==> src/power_supervisor_map.vh <==
// constants for the power state supervisor: timing, cause codes, widths
// assumes a 250 MHz system clock; included by bare name
//
// What this block does
// - each watchdog starts timing on its own input rising edge; channels independent
// - open and close window times come from programmable values; enable gates them
// - edge arriving before the window opens flags that channel's error
// - window closing without an edge flags that channel's error
// - every rising edge restarts timing; controller must pulse inside the window
// - either die temperature warning may raise an interrupt toward the controller
// - over-temperature error forces shutdown; request toggle restarts from low power
// - power-on steps pause while die temperature is at or above warning
// - ratio of maintenance oscillator to external sequencer clock is measured and readable
// - reset forces OFF, all supplies off, controller reset held low
// - leave OFF only with main supply good, request high, temperature below warning
// - rails enable one after another: lowest, middle, highest voltage
// - wait for all four monitored rails good before heading to STANDBY
// - hold controller reset low a fixed time after rails good, then release
// - over-temperature error in STANDBY goes to SHUTDOWN
// - STANDBY returns to OFF on request low, power cycle command, power loss
// - enabled watchdog error in STANDBY returns to OFF
// - software starting mirror supplies in STANDBY enters mirror powering state
// - software confirming mirror power moves to display ready
// - request low during mirror powering is acted on only after it completes
// - head-up mode toggles ready and image active; headlight mode stays ready
// - any park event from ready or image active goes to PARKING
// - PARKING drives park low, times out, drops mirror regulator, then STANDBY
// - SHUTDOWN only on over-temperature, all supplies off, exit on request low or power loss
// - record cause of last pass through OFF as a 3-bit code
`ifndef POWER_SUPERVISOR_MAP_VH
`define POWER_SUPERVISOR_MAP_VH

`define CLK_PERIOD_NS 4
`define RAIL_STEP_NS 100000
`define RST_HOLD_NS 10000000
`define PARK_HOLD_NS 1000000
`define DISCHARGE_NS 1000000
`define RATIO_WIN_NS 4000
`define RAIL_STEP_CYC ((`RAIL_STEP_NS + `CLK_PERIOD_NS - 1) / `CLK_PERIOD_NS)
`define RST_HOLD_CYC ((`RST_HOLD_NS + `CLK_PERIOD_NS - 1) / `CLK_PERIOD_NS)
`define PARK_HOLD_CYC ((`PARK_HOLD_NS + `CLK_PERIOD_NS - 1) / `CLK_PERIOD_NS)
`define DISCHARGE_CYC ((`DISCHARGE_NS + `CLK_PERIOD_NS - 1) / `CLK_PERIOD_NS)
`define RATIO_WIN_CYC ((`RATIO_WIN_NS + `CLK_PERIOD_NS - 1) / `CLK_PERIOD_NS)

`define CAUSE_POWER_ON 3'h0
`define CAUSE_REQ_LOW 3'h1
`define CAUSE_WD_A 3'h2
`define CAUSE_WD_B 3'h3
`define CAUSE_OVERTEMP 3'h4
`define CAUSE_SW_CYCLE 3'h5

`define WD_CNT_W 16
`define TIMER_W 24
`define RATIO_W 8
`define STATE_W 13

`endif

==> src/power_state_supervisor.v <==
// top-level power state supervisor: rail sequencing, controller reset, mirror park
// pins from the board are asynchronous; sw_* commands come from same-clock logic
`default_nettype none
`include "power_supervisor_map.vh"

module power_state_supervisor #(
  parameter CW = `WD_CNT_W,
  parameter TW = `TIMER_W,
  parameter RW = `RATIO_W,
  parameter [TW-1:0] RAIL_STEP_CYC = `RAIL_STEP_CYC,
  parameter [TW-1:0] RST_HOLD_CYC = `RST_HOLD_CYC,
  parameter [TW-1:0] PARK_HOLD_CYC = `PARK_HOLD_CYC,
  parameter [TW-1:0] DISCHARGE_CYC = `DISCHARGE_CYC,
  parameter [TW-1:0] RATIO_WIN_CYC = `RATIO_WIN_CYC
) (
  // clock, reset, enable
  input wire sys_clk_i,
  input wire arst_n_i,
  input wire ce_i,
  // asynchronous pins
  input wire projector_on_request_i,
  input wire watchdog_input_a_i,
  input wire watchdog_input_b_i,
  input wire sequencer_clock_in_i,
  input wire main_supply_monitor_i,
  input wire rail_good_1v1_i,
  input wire rail_good_1v8_i,
  input wire rail_good_3v3_i,
  input wire analog_regulator_6v_input_i,
  input wire temp_warn_a_i,
  input wire temp_warn_b_i,
  input wire temp_err_a_i,
  input wire temp_err_b_i,
  // software commands
  input wire sw_power_cycle_i,
  input wire sw_park_i,
  input wire sw_mirror_start_i,
  input wire sw_mirror_done_i,
  input wire sw_illum_en_i,
  input wire hud_mode_i,
  // watchdog setup
  input wire wd_a_enable_i,
  input wire wd_b_enable_i,
  input wire [CW-1:0] wd_a_open_i,
  input wire [CW-1:0] wd_a_close_i,
  input wire [CW-1:0] wd_b_open_i,
  input wire [CW-1:0] wd_b_close_i,
  input wire wd_err_clear_i,
  // supply and controller outputs
  output wire en_1v1_o,
  output wire en_1v8_o,
  output wire en_3v3_o,
  output wire mirror_reg_en_o,
  output wire controller_reset_out_n_o,
  output wire mirror_park_out_n_o,
  // status
  output wire temp_warn_irq_o,
  output wire wd_a_err_o,
  output wire wd_b_err_o,
  output wire [`STATE_W-1:0] top_state_o,
  output wire [2:0] last_off_cause_o,
  output wire [RW-1:0] clock_ratio_o
);
  localparam [`STATE_W-1:0] S_OFF = 13'h0001;
  localparam [`STATE_W-1:0] S_RAIL1 = 13'h0002;
  localparam [`STATE_W-1:0] S_RAIL2 = 13'h0004;
  localparam [`STATE_W-1:0] S_RAIL3 = 13'h0008;
  localparam [`STATE_W-1:0] S_RAILWAIT = 13'h0010;
  localparam [`STATE_W-1:0] S_RSTHOLD = 13'h0020;
  localparam [`STATE_W-1:0] S_STANDBY = 13'h0040;
  localparam [`STATE_W-1:0] S_MIRROR = 13'h0080;
  localparam [`STATE_W-1:0] S_READY = 13'h0100;
  localparam [`STATE_W-1:0] S_IMAGE = 13'h0200;
  localparam [`STATE_W-1:0] S_PARK = 13'h0400;
  localparam [`STATE_W-1:0] S_DISCH = 13'h0800;
  localparam [`STATE_W-1:0] S_SHUTDOWN = 13'h1000;
  localparam NS = 13;

  // two-flop synchronisers, first stage read only by the second
  wire [NS-1:0] pins_a;
  reg [NS-1:0] sync1_q;
  reg [NS-1:0] sync2_q;
  assign pins_a = {projector_on_request_i, watchdog_input_a_i, watchdog_input_b_i, sequencer_clock_in_i,
                   main_supply_monitor_i, rail_good_1v1_i, rail_good_1v8_i, rail_good_3v3_i,
                   analog_regulator_6v_input_i, temp_warn_a_i, temp_warn_b_i, temp_err_a_i, temp_err_b_i};

  always @(posedge sys_clk_i or negedge arst_n_i) begin
    if (!arst_n_i) begin
      sync1_q <= {NS{1'b0}};
      sync2_q <= {NS{1'b0}};
    end else if (ce_i) begin
      sync1_q <= pins_a;
      sync2_q <= sync1_q;
    end
  end

  wire req = sync2_q[12];
  wire wd_a_s = sync2_q[11];
  wire wd_b_s = sync2_q[10];
  wire seqclk_s = sync2_q[9];
  wire main_good = sync2_q[8];
  wire rails_good = &sync2_q[7:4];
  wire temp_warn = sync2_q[3] | sync2_q[2];
  wire temp_err = sync2_q[1] | sync2_q[0];

  // edge history, fed only from the synchronised stage
  reg wd_a_d_q;
  reg wd_b_d_q;
  reg seqclk_d_q;
  always @(posedge sys_clk_i or negedge arst_n_i) begin
    if (!arst_n_i) begin
      wd_a_d_q <= 1'b0;
      wd_b_d_q <= 1'b0;
      seqclk_d_q <= 1'b0;
    end else if (ce_i) begin
      wd_a_d_q <= wd_a_s;
      wd_b_d_q <= wd_b_s;
      seqclk_d_q <= seqclk_s;
    end
  end

  // both channels share one clear; each keeps its own window
  wire wd_a_pulse;
  wire wd_b_pulse;
  watchdog_channel #(.CW(CW)) u_wd_a (
    .sys_clk_i(sys_clk_i),
    .arst_n_i(arst_n_i),
    .ce_i(ce_i),
    .enable_i(wd_a_enable_i),
    .edge_i(wd_a_s & ~wd_a_d_q),
    .open_cyc_i(wd_a_open_i),
    .close_cyc_i(wd_a_close_i),
    .err_clear_i(wd_err_clear_i),
    .err_pulse_o(wd_a_pulse),
    .err_o(wd_a_err_o)
  );
  watchdog_channel #(.CW(CW)) u_wd_b (
    .sys_clk_i(sys_clk_i),
    .arst_n_i(arst_n_i),
    .ce_i(ce_i),
    .enable_i(wd_b_enable_i),
    .edge_i(wd_b_s & ~wd_b_d_q),
    .open_cyc_i(wd_b_open_i),
    .close_cyc_i(wd_b_close_i),
    .err_clear_i(wd_err_clear_i),
    .err_pulse_o(wd_b_pulse),
    .err_o(wd_b_err_o)
  );

  // clock ratio: sequencer edges counted over a fixed maintenance window
  reg [TW-1:0] win_q;
  reg [RW-1:0] edges_q;
  reg [RW-1:0] ratio_q;
  wire seq_rise = seqclk_s & ~seqclk_d_q;
  wire edges_full = (edges_q == {RW{1'b1}});
  wire [RW-1:0] edges_next = (seq_rise && !edges_full) ? edges_q + {{(RW-1){1'b0}}, 1'b1} : edges_q;
  always @(posedge sys_clk_i or negedge arst_n_i) begin
    if (!arst_n_i) begin
      win_q <= {TW{1'b0}};
      edges_q <= {RW{1'b0}};
      ratio_q <= {RW{1'b0}};
    end else if (ce_i) begin
      if (win_q >= RATIO_WIN_CYC - 1'b1) begin
        win_q <= {TW{1'b0}};
        ratio_q <= edges_next;
        edges_q <= {RW{1'b0}};
      end else begin
        win_q <= win_q + {{(TW-1){1'b0}}, 1'b1};
        // saturate rather than wrap so a fast clock never reads as slow
        edges_q <= edges_next;
      end
    end
  end
  assign clock_ratio_o = ratio_q;

  // state machine
  reg [`STATE_W-1:0] state_q;
  reg [`STATE_W-1:0] state_d;
  reg [TW-1:0] tmr_q;
  reg [2:0] cause_q;
  reg [2:0] cause_d;
  reg irq_q;
  wire wd_fault = (wd_a_enable_i & wd_a_pulse) | (wd_b_enable_i & wd_b_pulse);
  // a rail dropping counts as lost power here just as in standby
  wire power_bad = ~main_good | ~rails_good;
  wire park_evt = power_bad | ~req | temp_err | sw_park_i | sw_power_cycle_i;
  wire tmr_hold = temp_warn;

  // checks inside each state are listed in priority order
  always @* begin
    state_d = state_q;
    cause_d = cause_q;
    case (state_q)
      S_OFF: begin
        if (main_good && req && !temp_warn)
          state_d = S_RAIL1;
      end
      S_RAIL1, S_RAIL2, S_RAIL3, S_RAILWAIT, S_RSTHOLD: begin
        if (temp_err) begin
          state_d = S_SHUTDOWN;
        end else if (!main_good) begin
          state_d = S_OFF;
          cause_d = `CAUSE_POWER_ON;
        end else if (!tmr_hold) begin
          case (state_q)
            S_RAIL1: if (tmr_q >= RAIL_STEP_CYC) state_d = S_RAIL2;
            S_RAIL2: if (tmr_q >= RAIL_STEP_CYC) state_d = S_RAIL3;
            S_RAIL3: if (tmr_q >= RAIL_STEP_CYC) state_d = S_RAILWAIT;
            S_RAILWAIT: if (rails_good) state_d = S_RSTHOLD;
            S_RSTHOLD: if (tmr_q >= RST_HOLD_CYC) state_d = S_STANDBY;
            default: state_d = S_OFF;
          endcase
        end
      end
      S_STANDBY: begin
        if (temp_err) begin
          state_d = S_SHUTDOWN;
        end else if (!req) begin
          state_d = S_OFF;
          cause_d = `CAUSE_REQ_LOW;
        end else if (sw_power_cycle_i) begin
          state_d = S_OFF;
          cause_d = `CAUSE_SW_CYCLE;
        end else if (power_bad) begin
          state_d = S_OFF;
          cause_d = `CAUSE_POWER_ON;
        end else if (wd_fault) begin
          state_d = S_OFF;
          // channel a wins a tie; the other error stays in its sticky flag
          cause_d = (wd_a_enable_i & wd_a_pulse) ? `CAUSE_WD_A : `CAUSE_WD_B;
        end else if (sw_mirror_start_i) begin
          state_d = S_MIRROR;
        end
      end
      S_MIRROR: begin
        // request loss is deliberately ignored until powering completes
        if (sw_mirror_done_i)
          state_d = S_READY;
      end
      S_READY: begin
        if (park_evt)
          state_d = S_PARK;
        else if (hud_mode_i && sw_illum_en_i)
          state_d = S_IMAGE;
      end
      S_IMAGE: begin
        if (park_evt)
          state_d = S_PARK;
        else if (!sw_illum_en_i || !hud_mode_i)
          state_d = S_READY;
      end
      S_PARK: begin
        if (tmr_q >= PARK_HOLD_CYC)
          state_d = S_DISCH;
      end
      S_DISCH: begin
        if (tmr_q >= DISCHARGE_CYC)
          state_d = S_STANDBY;
      end
      S_SHUTDOWN: begin
        // a cleared error alone never leaves; the request or the main supply must drop first
        if (!req || !main_good) begin
          state_d = S_OFF;
          cause_d = `CAUSE_OVERTEMP;
        end
      end
      default: state_d = S_OFF;
    endcase
  end

  always @(posedge sys_clk_i or negedge arst_n_i) begin
    if (!arst_n_i) begin
      state_q <= S_OFF;
      tmr_q <= {TW{1'b0}};
      cause_q <= `CAUSE_POWER_ON;
      irq_q <= 1'b0;
    end else if (ce_i) begin
      state_q <= state_d;
      cause_q <= cause_d;
      irq_q <= temp_warn;
      // timer saturates so a long stay can never wrap back below a limit
      if (state_d != state_q)
        tmr_q <= {TW{1'b0}};
      else if (!tmr_hold || state_q == S_PARK || state_q == S_DISCH)
        tmr_q <= (tmr_q == {TW{1'b1}}) ? tmr_q : tmr_q + {{(TW-1){1'b0}}, 1'b1};
    end
  end

  // outputs decoded from the registered state only, so reset forces them off at once
  wire rails_on = ~(state_q[0] | state_q[12]);
  assign en_1v1_o = rails_on;
  assign en_1v8_o = rails_on & ~state_q[1];
  assign en_3v3_o = rails_on & ~state_q[1] & ~state_q[2];
  assign mirror_reg_en_o = state_q[7] | state_q[8] | state_q[9] | state_q[10];
  assign controller_reset_out_n_o = state_q[6] | state_q[7] | state_q[8] | state_q[9] |
                                    state_q[10] | state_q[11];
  assign mirror_park_out_n_o = state_q[7] | state_q[8] | state_q[9];
  assign temp_warn_irq_o = irq_q;
  assign top_state_o = state_q;
  assign last_off_cause_o = cause_q;
endmodule // power_state_supervisor
`default_nettype wire

==> src/watchdog_channel.v <==
// one windowed watchdog channel
// expects a one-cycle rising-edge pulse already synchronised to sys_clk_i
`default_nettype none
`include "power_supervisor_map.vh"

module watchdog_channel #(
  parameter CW = `WD_CNT_W
) (
  // clock and reset
  input wire sys_clk_i,
  input wire arst_n_i,
  input wire ce_i,
  // control
  input wire enable_i,
  input wire edge_i,
  input wire [CW-1:0] open_cyc_i,
  input wire [CW-1:0] close_cyc_i,
  input wire err_clear_i,
  // status
  output wire err_pulse_o,
  output wire err_o
);
  reg armed_q;
  reg [CW-1:0] cnt_q;
  reg err_q;
  reg pulse;

  always @* begin
    pulse = 1'b0;
    if (enable_i && armed_q) begin
      if (edge_i)
        pulse = (cnt_q < open_cyc_i);
      else
        pulse = (cnt_q >= close_cyc_i);
    end
  end

  always @(posedge sys_clk_i or negedge arst_n_i) begin
    if (!arst_n_i) begin
      armed_q <= 1'b0;
      cnt_q <= {CW{1'b0}};
      err_q <= 1'b0;
    end else if (ce_i) begin
      if (!enable_i) begin
        armed_q <= 1'b0;
        cnt_q <= {CW{1'b0}};
      end else if (edge_i || pulse) begin
        armed_q <= 1'b1;
        cnt_q <= {CW{1'b0}};
      end else if (armed_q) begin
        cnt_q <= cnt_q + {{(CW-1){1'b0}}, 1'b1};
      end
      // set wins over clear so an error is never lost
      if (pulse)
        err_q <= 1'b1;
      else if (err_clear_i)
        err_q <= 1'b0;
    end
  end

  assign err_pulse_o = pulse;
  assign err_o = err_q;
endmodule // watchdog_channel
`default_nettype wire

==> config.mk <==
export PLATFORM = sky130hd
export DESIGN_NAME = power_state_supervisor
export DESIGN_NICKNAME = d
export VERILOG_FILES = /design/src/power_state_supervisor.v /design/src/watchdog_channel.v
export VERILOG_INCLUDE_DIRS = /design/src
export SDC_FILE = /design/constraint.sdc
export NUM_CORES = 1
export LEC_CHECK = 0
export ABC_CLOCK_PERIOD_IN_PS = 5800
export BUFFER_PORTS_ARGS = -buffer_cell sky130_fd_sc_hd__buf_2
export CAP_MARGIN = 20
export CORE_UTILIZATION = 45
export DETAILED_ROUTE_END_ITERATION = 8
export GPL_TIMING_DRIVEN = 0
export PLACE_DENSITY = 0.7
export SETUP_SLACK_MARGIN = 0.1
export SLEW_MARGIN = 20
export SYNTH_ARGS = -nofsm -noshare
export SYNTH_HDL_FRONTEND = slang
export SYNTH_SLANG_ARGS = --single-unit
==> constraint.sdc <==
create_clock -name sys_clk_i -period 5.8 [get_ports sys_clk_i]
set_clock_uncertainty 0.05 [all_clocks]
set_input_delay 0.58 -clock sys_clk_i [delete_from_list [all_inputs] [get_ports sys_clk_i]]
set_output_delay 0.58 -clock sys_clk_i [all_outputs]
set_load 0.03 [all_outputs]
==> metrics <==
DRT Pass-1 Iters 5; status finished clean; Post-CTS Resized 0; H-tree levels 4; overall routed net length 24600 microns; Max Fclk 272 MHz; register area 3650 sq um; Die H 147 microns; Post-synth ARST share 1.00; R2R Path End tmr_q[12]; initial antenna violation count 0; CP required 6120 ps; crit path DAT 4000 ps; Yosys reg bits 146; RD Place Congestion 0.952; IO buf count 121; main flop type after synthesis dfrtp_1; Max-slew headroom 0.493; Worst-path clk slew 70 ps; max-slew violation count 0; Worst-Margin Slew 750 ps; post-layout net count 1368; Final min period 3680 ps; DR WL/cell 16.5 microns; initial DRC count 718; RR Startpoint top_state_o[11]; P_leak 0.00548 uW; RSZ-0062 raised after global routing false; largest net degree at the start of global routing 93; first-pass GRT wire length 40300 microns; MaxCap Viol Count 0; Post-CTS Repair Setup Buffers 0; crit share post-route 0.634; hold buffers post-CTS 0; CP startpoint top_state_o[11]; endpoints failing setup 0; DRC errors left 0; multi-input logic area 5370 sq um; syn_area_per_cell 8.88 sq um; Total GRT Usage 0.235; vias 8371; Diodes inserted 0; worst vdd ir 0.234 mV; reg-to-reg slack, setup 2120 ps; CTS tree done; Final Hold Fails 0; clock sink count 146; Clock Path Buffers 2; crit end category flip-flop; Worst Hold Class input pin to asynchronous set/reset pin; P&R area growth vs syn 16.6%; IO Pins 122; GRT overflow 0; Final HPWL DP 18400 microns; total negative setup slack 0 ps; cts bufs inserted 17; layout filler cell count 1862; placeable core area 20500 sq um; DIE AREA 21700 sq um; library cells used by synthesis 79; share of cells above drive strength 1 0.175; vias in the first global route 8002; Horiz. Die Dim 147 microns; cell area after synthesis 9500 sq um; Seq/Total Area, Yosys 0.385; root buf cell clkbuf_16; total power draw 2920 uW; PwrDens 263 nW/um^2; R2R cell count 11; Clock Latency Late Sink 430 ps; area leader, netlist dfrtp_1; Syn Inst Count 1070; yosys warns 0; row cnt 52; post-synth top area share 0.382; vias per cell 5.60; Synth area leaders dfrtp_1 38%, ha_1 9.0%, nor2_1 4.1%; Post-synth EDFFs 0; worst-path maximum fanout 10; critical path class flip-flop to flip-flop; critical path capture point tmr_q[12]; Synth Net Count 1227; antenna-violating nets left 0; Setup crit start kind flip-flop; Starting Density 0.464
layer usage:
layer | GRT usage | share of wire | vias to the layer above
met5 | 0 | 0 | -
met4 | 0.0938 | 0.029 | 0
met3 | 0.0413 | 0.051 | 65
met2 | 0.384 | 0.47 | 285
met1 | 0.308 | 0.45 | 3944
li1 | - | - | 4077
cell usage after synthesis, drive strengths merged, types with 14 or more instances:
master,count
nand2b,16
dfrtp,145
o21ai,56
ha,68
xor2,37
nand4,32
clkbuf,31
and3,30
a31oi,19
and2,34
nor2,106
nor4,15
inv,83
nand3,40
nand2,92
a21oi,47
xnor2,27
o31ai,14
nor3,19
mux2,29
critical path, stage by stage, from the launching register on:
cell and delay (ps):
dfrtp_1 370, buf_2 170, nor4_4 590, nand4_1 370, o21ai_0 440, nand3_1 310
a211oi_4 470, o221ai_2 160, nor3_2 180, a21o_2 220, buf_6 140, and2_1 130
area by class of cell:
| type | instances | share of cell area |
|---|---|---|
| Buffer | 40 | 0.0154 |
| Tap cell | 270 | 0.0305 |
| Multi-Input combinational cell | 801 | 0.484 |
| Clock buffer | 19 | 0.0400 |
| Sequential cell | 146 | 0.330 |
| Inverter | 83 | 0.0281 |
| Timing Repair Buffer | 122 | 0.0581 |
| Clock inverter | 13 | 0.0136 |
logic make-up (layout without fill, tap and decap cells):
family / after synthesis / after routing / synth area share
xor+xnor: 64 / 64 / 0.0590
flops: 146 / 146 / 0.385
buf+inv: 123 / 277 / 0.0507
simple gates: 428 / 428 / 0.233
fa+ha+maj: 68 / 68 / 0.0895
mux: 32 / 32 / 0.0375
compound gates: 209 / 209 / 0.146
worst min path at each step:
stage,startpoint,to,cells after the start
after CTS,arst_n_i,u_wd_a.cnt_q[11],1
final,arst_n_i,top_state_o[3],1
after global placement,u_wd_a.err_o,u_wd_a.err_o,2
after floorplan,arst_n_i,clock_ratio_o[0],0
after detailed placement,clock_ratio_o[4],clock_ratio_o[4],2
after global routing,arst_n_i,u_wd_a.cnt_q[12],1
sequential cells by signal (all words and copies together) (netlist names):
signal / count
u_wd_b.cnt_q: 16
u_wd_b.armed_q: 1
clock_ratio_o: 8
tmr_q: 24
win_q: 24
sync2_q: 13
u_wd_b.err_o: 1
seqclk_d_q: 1
u_wd_a.cnt_q: 16
u_wd_a.err_o: 1
sync1_q: 13
temp_warn_irq_o: 1
last_off_cause_o: 3
edges_q: 8
wd_b_d_q: 1
u_wd_a.armed_q: 1
wd_a_d_q: 1
top_state_o: 13
power breakdown:
part / internal, uW / total, uW / switching (uW) / leakage, uW
registers: 1110 / 1190 / 87.3 / 0.00194
logic: 238 / 615 / 378 / 0.00325
clock network: 652 / 1110 / 458 / 0.000285
total: 1990 / 2920 / 923 / 0.00548
placed cells by master (no fill, tap or decap), types with 5 or more instances in the layout:
master and n:
or2_2 6, xnor2_1 27, a21oi_1 47, and3_1 30
a21o_1 6, nor3_1 17, xor2_1 37, buf_2 124
nor4b_1 5, nand4_1 32, or4_1 7, nand2_1 92
nand2b_1 16, and2_1 34, clkbuf_1 32, ha_1 68
a31oi_1 18, nor2_1 105, o21ai_0 55, o31ai_1 14
nor4_1 10, clkbuf_16 17, o21a_1 8, nor2b_1 6
nand3_1 40, dfrtp_1 145, inv_1 82, or3_1 9
mux2_2 29
through the flow:
step	hold slack (ps)	utilization	setup slack [ps]	instance area (sq um)	std cells
6_report	18.9	0.540	2120	11100	1494
5_1_grt	51.7	0.540	1940	11100	1494
4_1_cts	34.1	0.540	2250	11100	1494
3_5_place_dp	420	0.511	2220	10500	1462
3_3_place_gp	407	0.510	1940	10400	1461
2_1_floorplan	234	-	2790	9500	1070
Note: power is estimated with default switching activity, not from simulation.
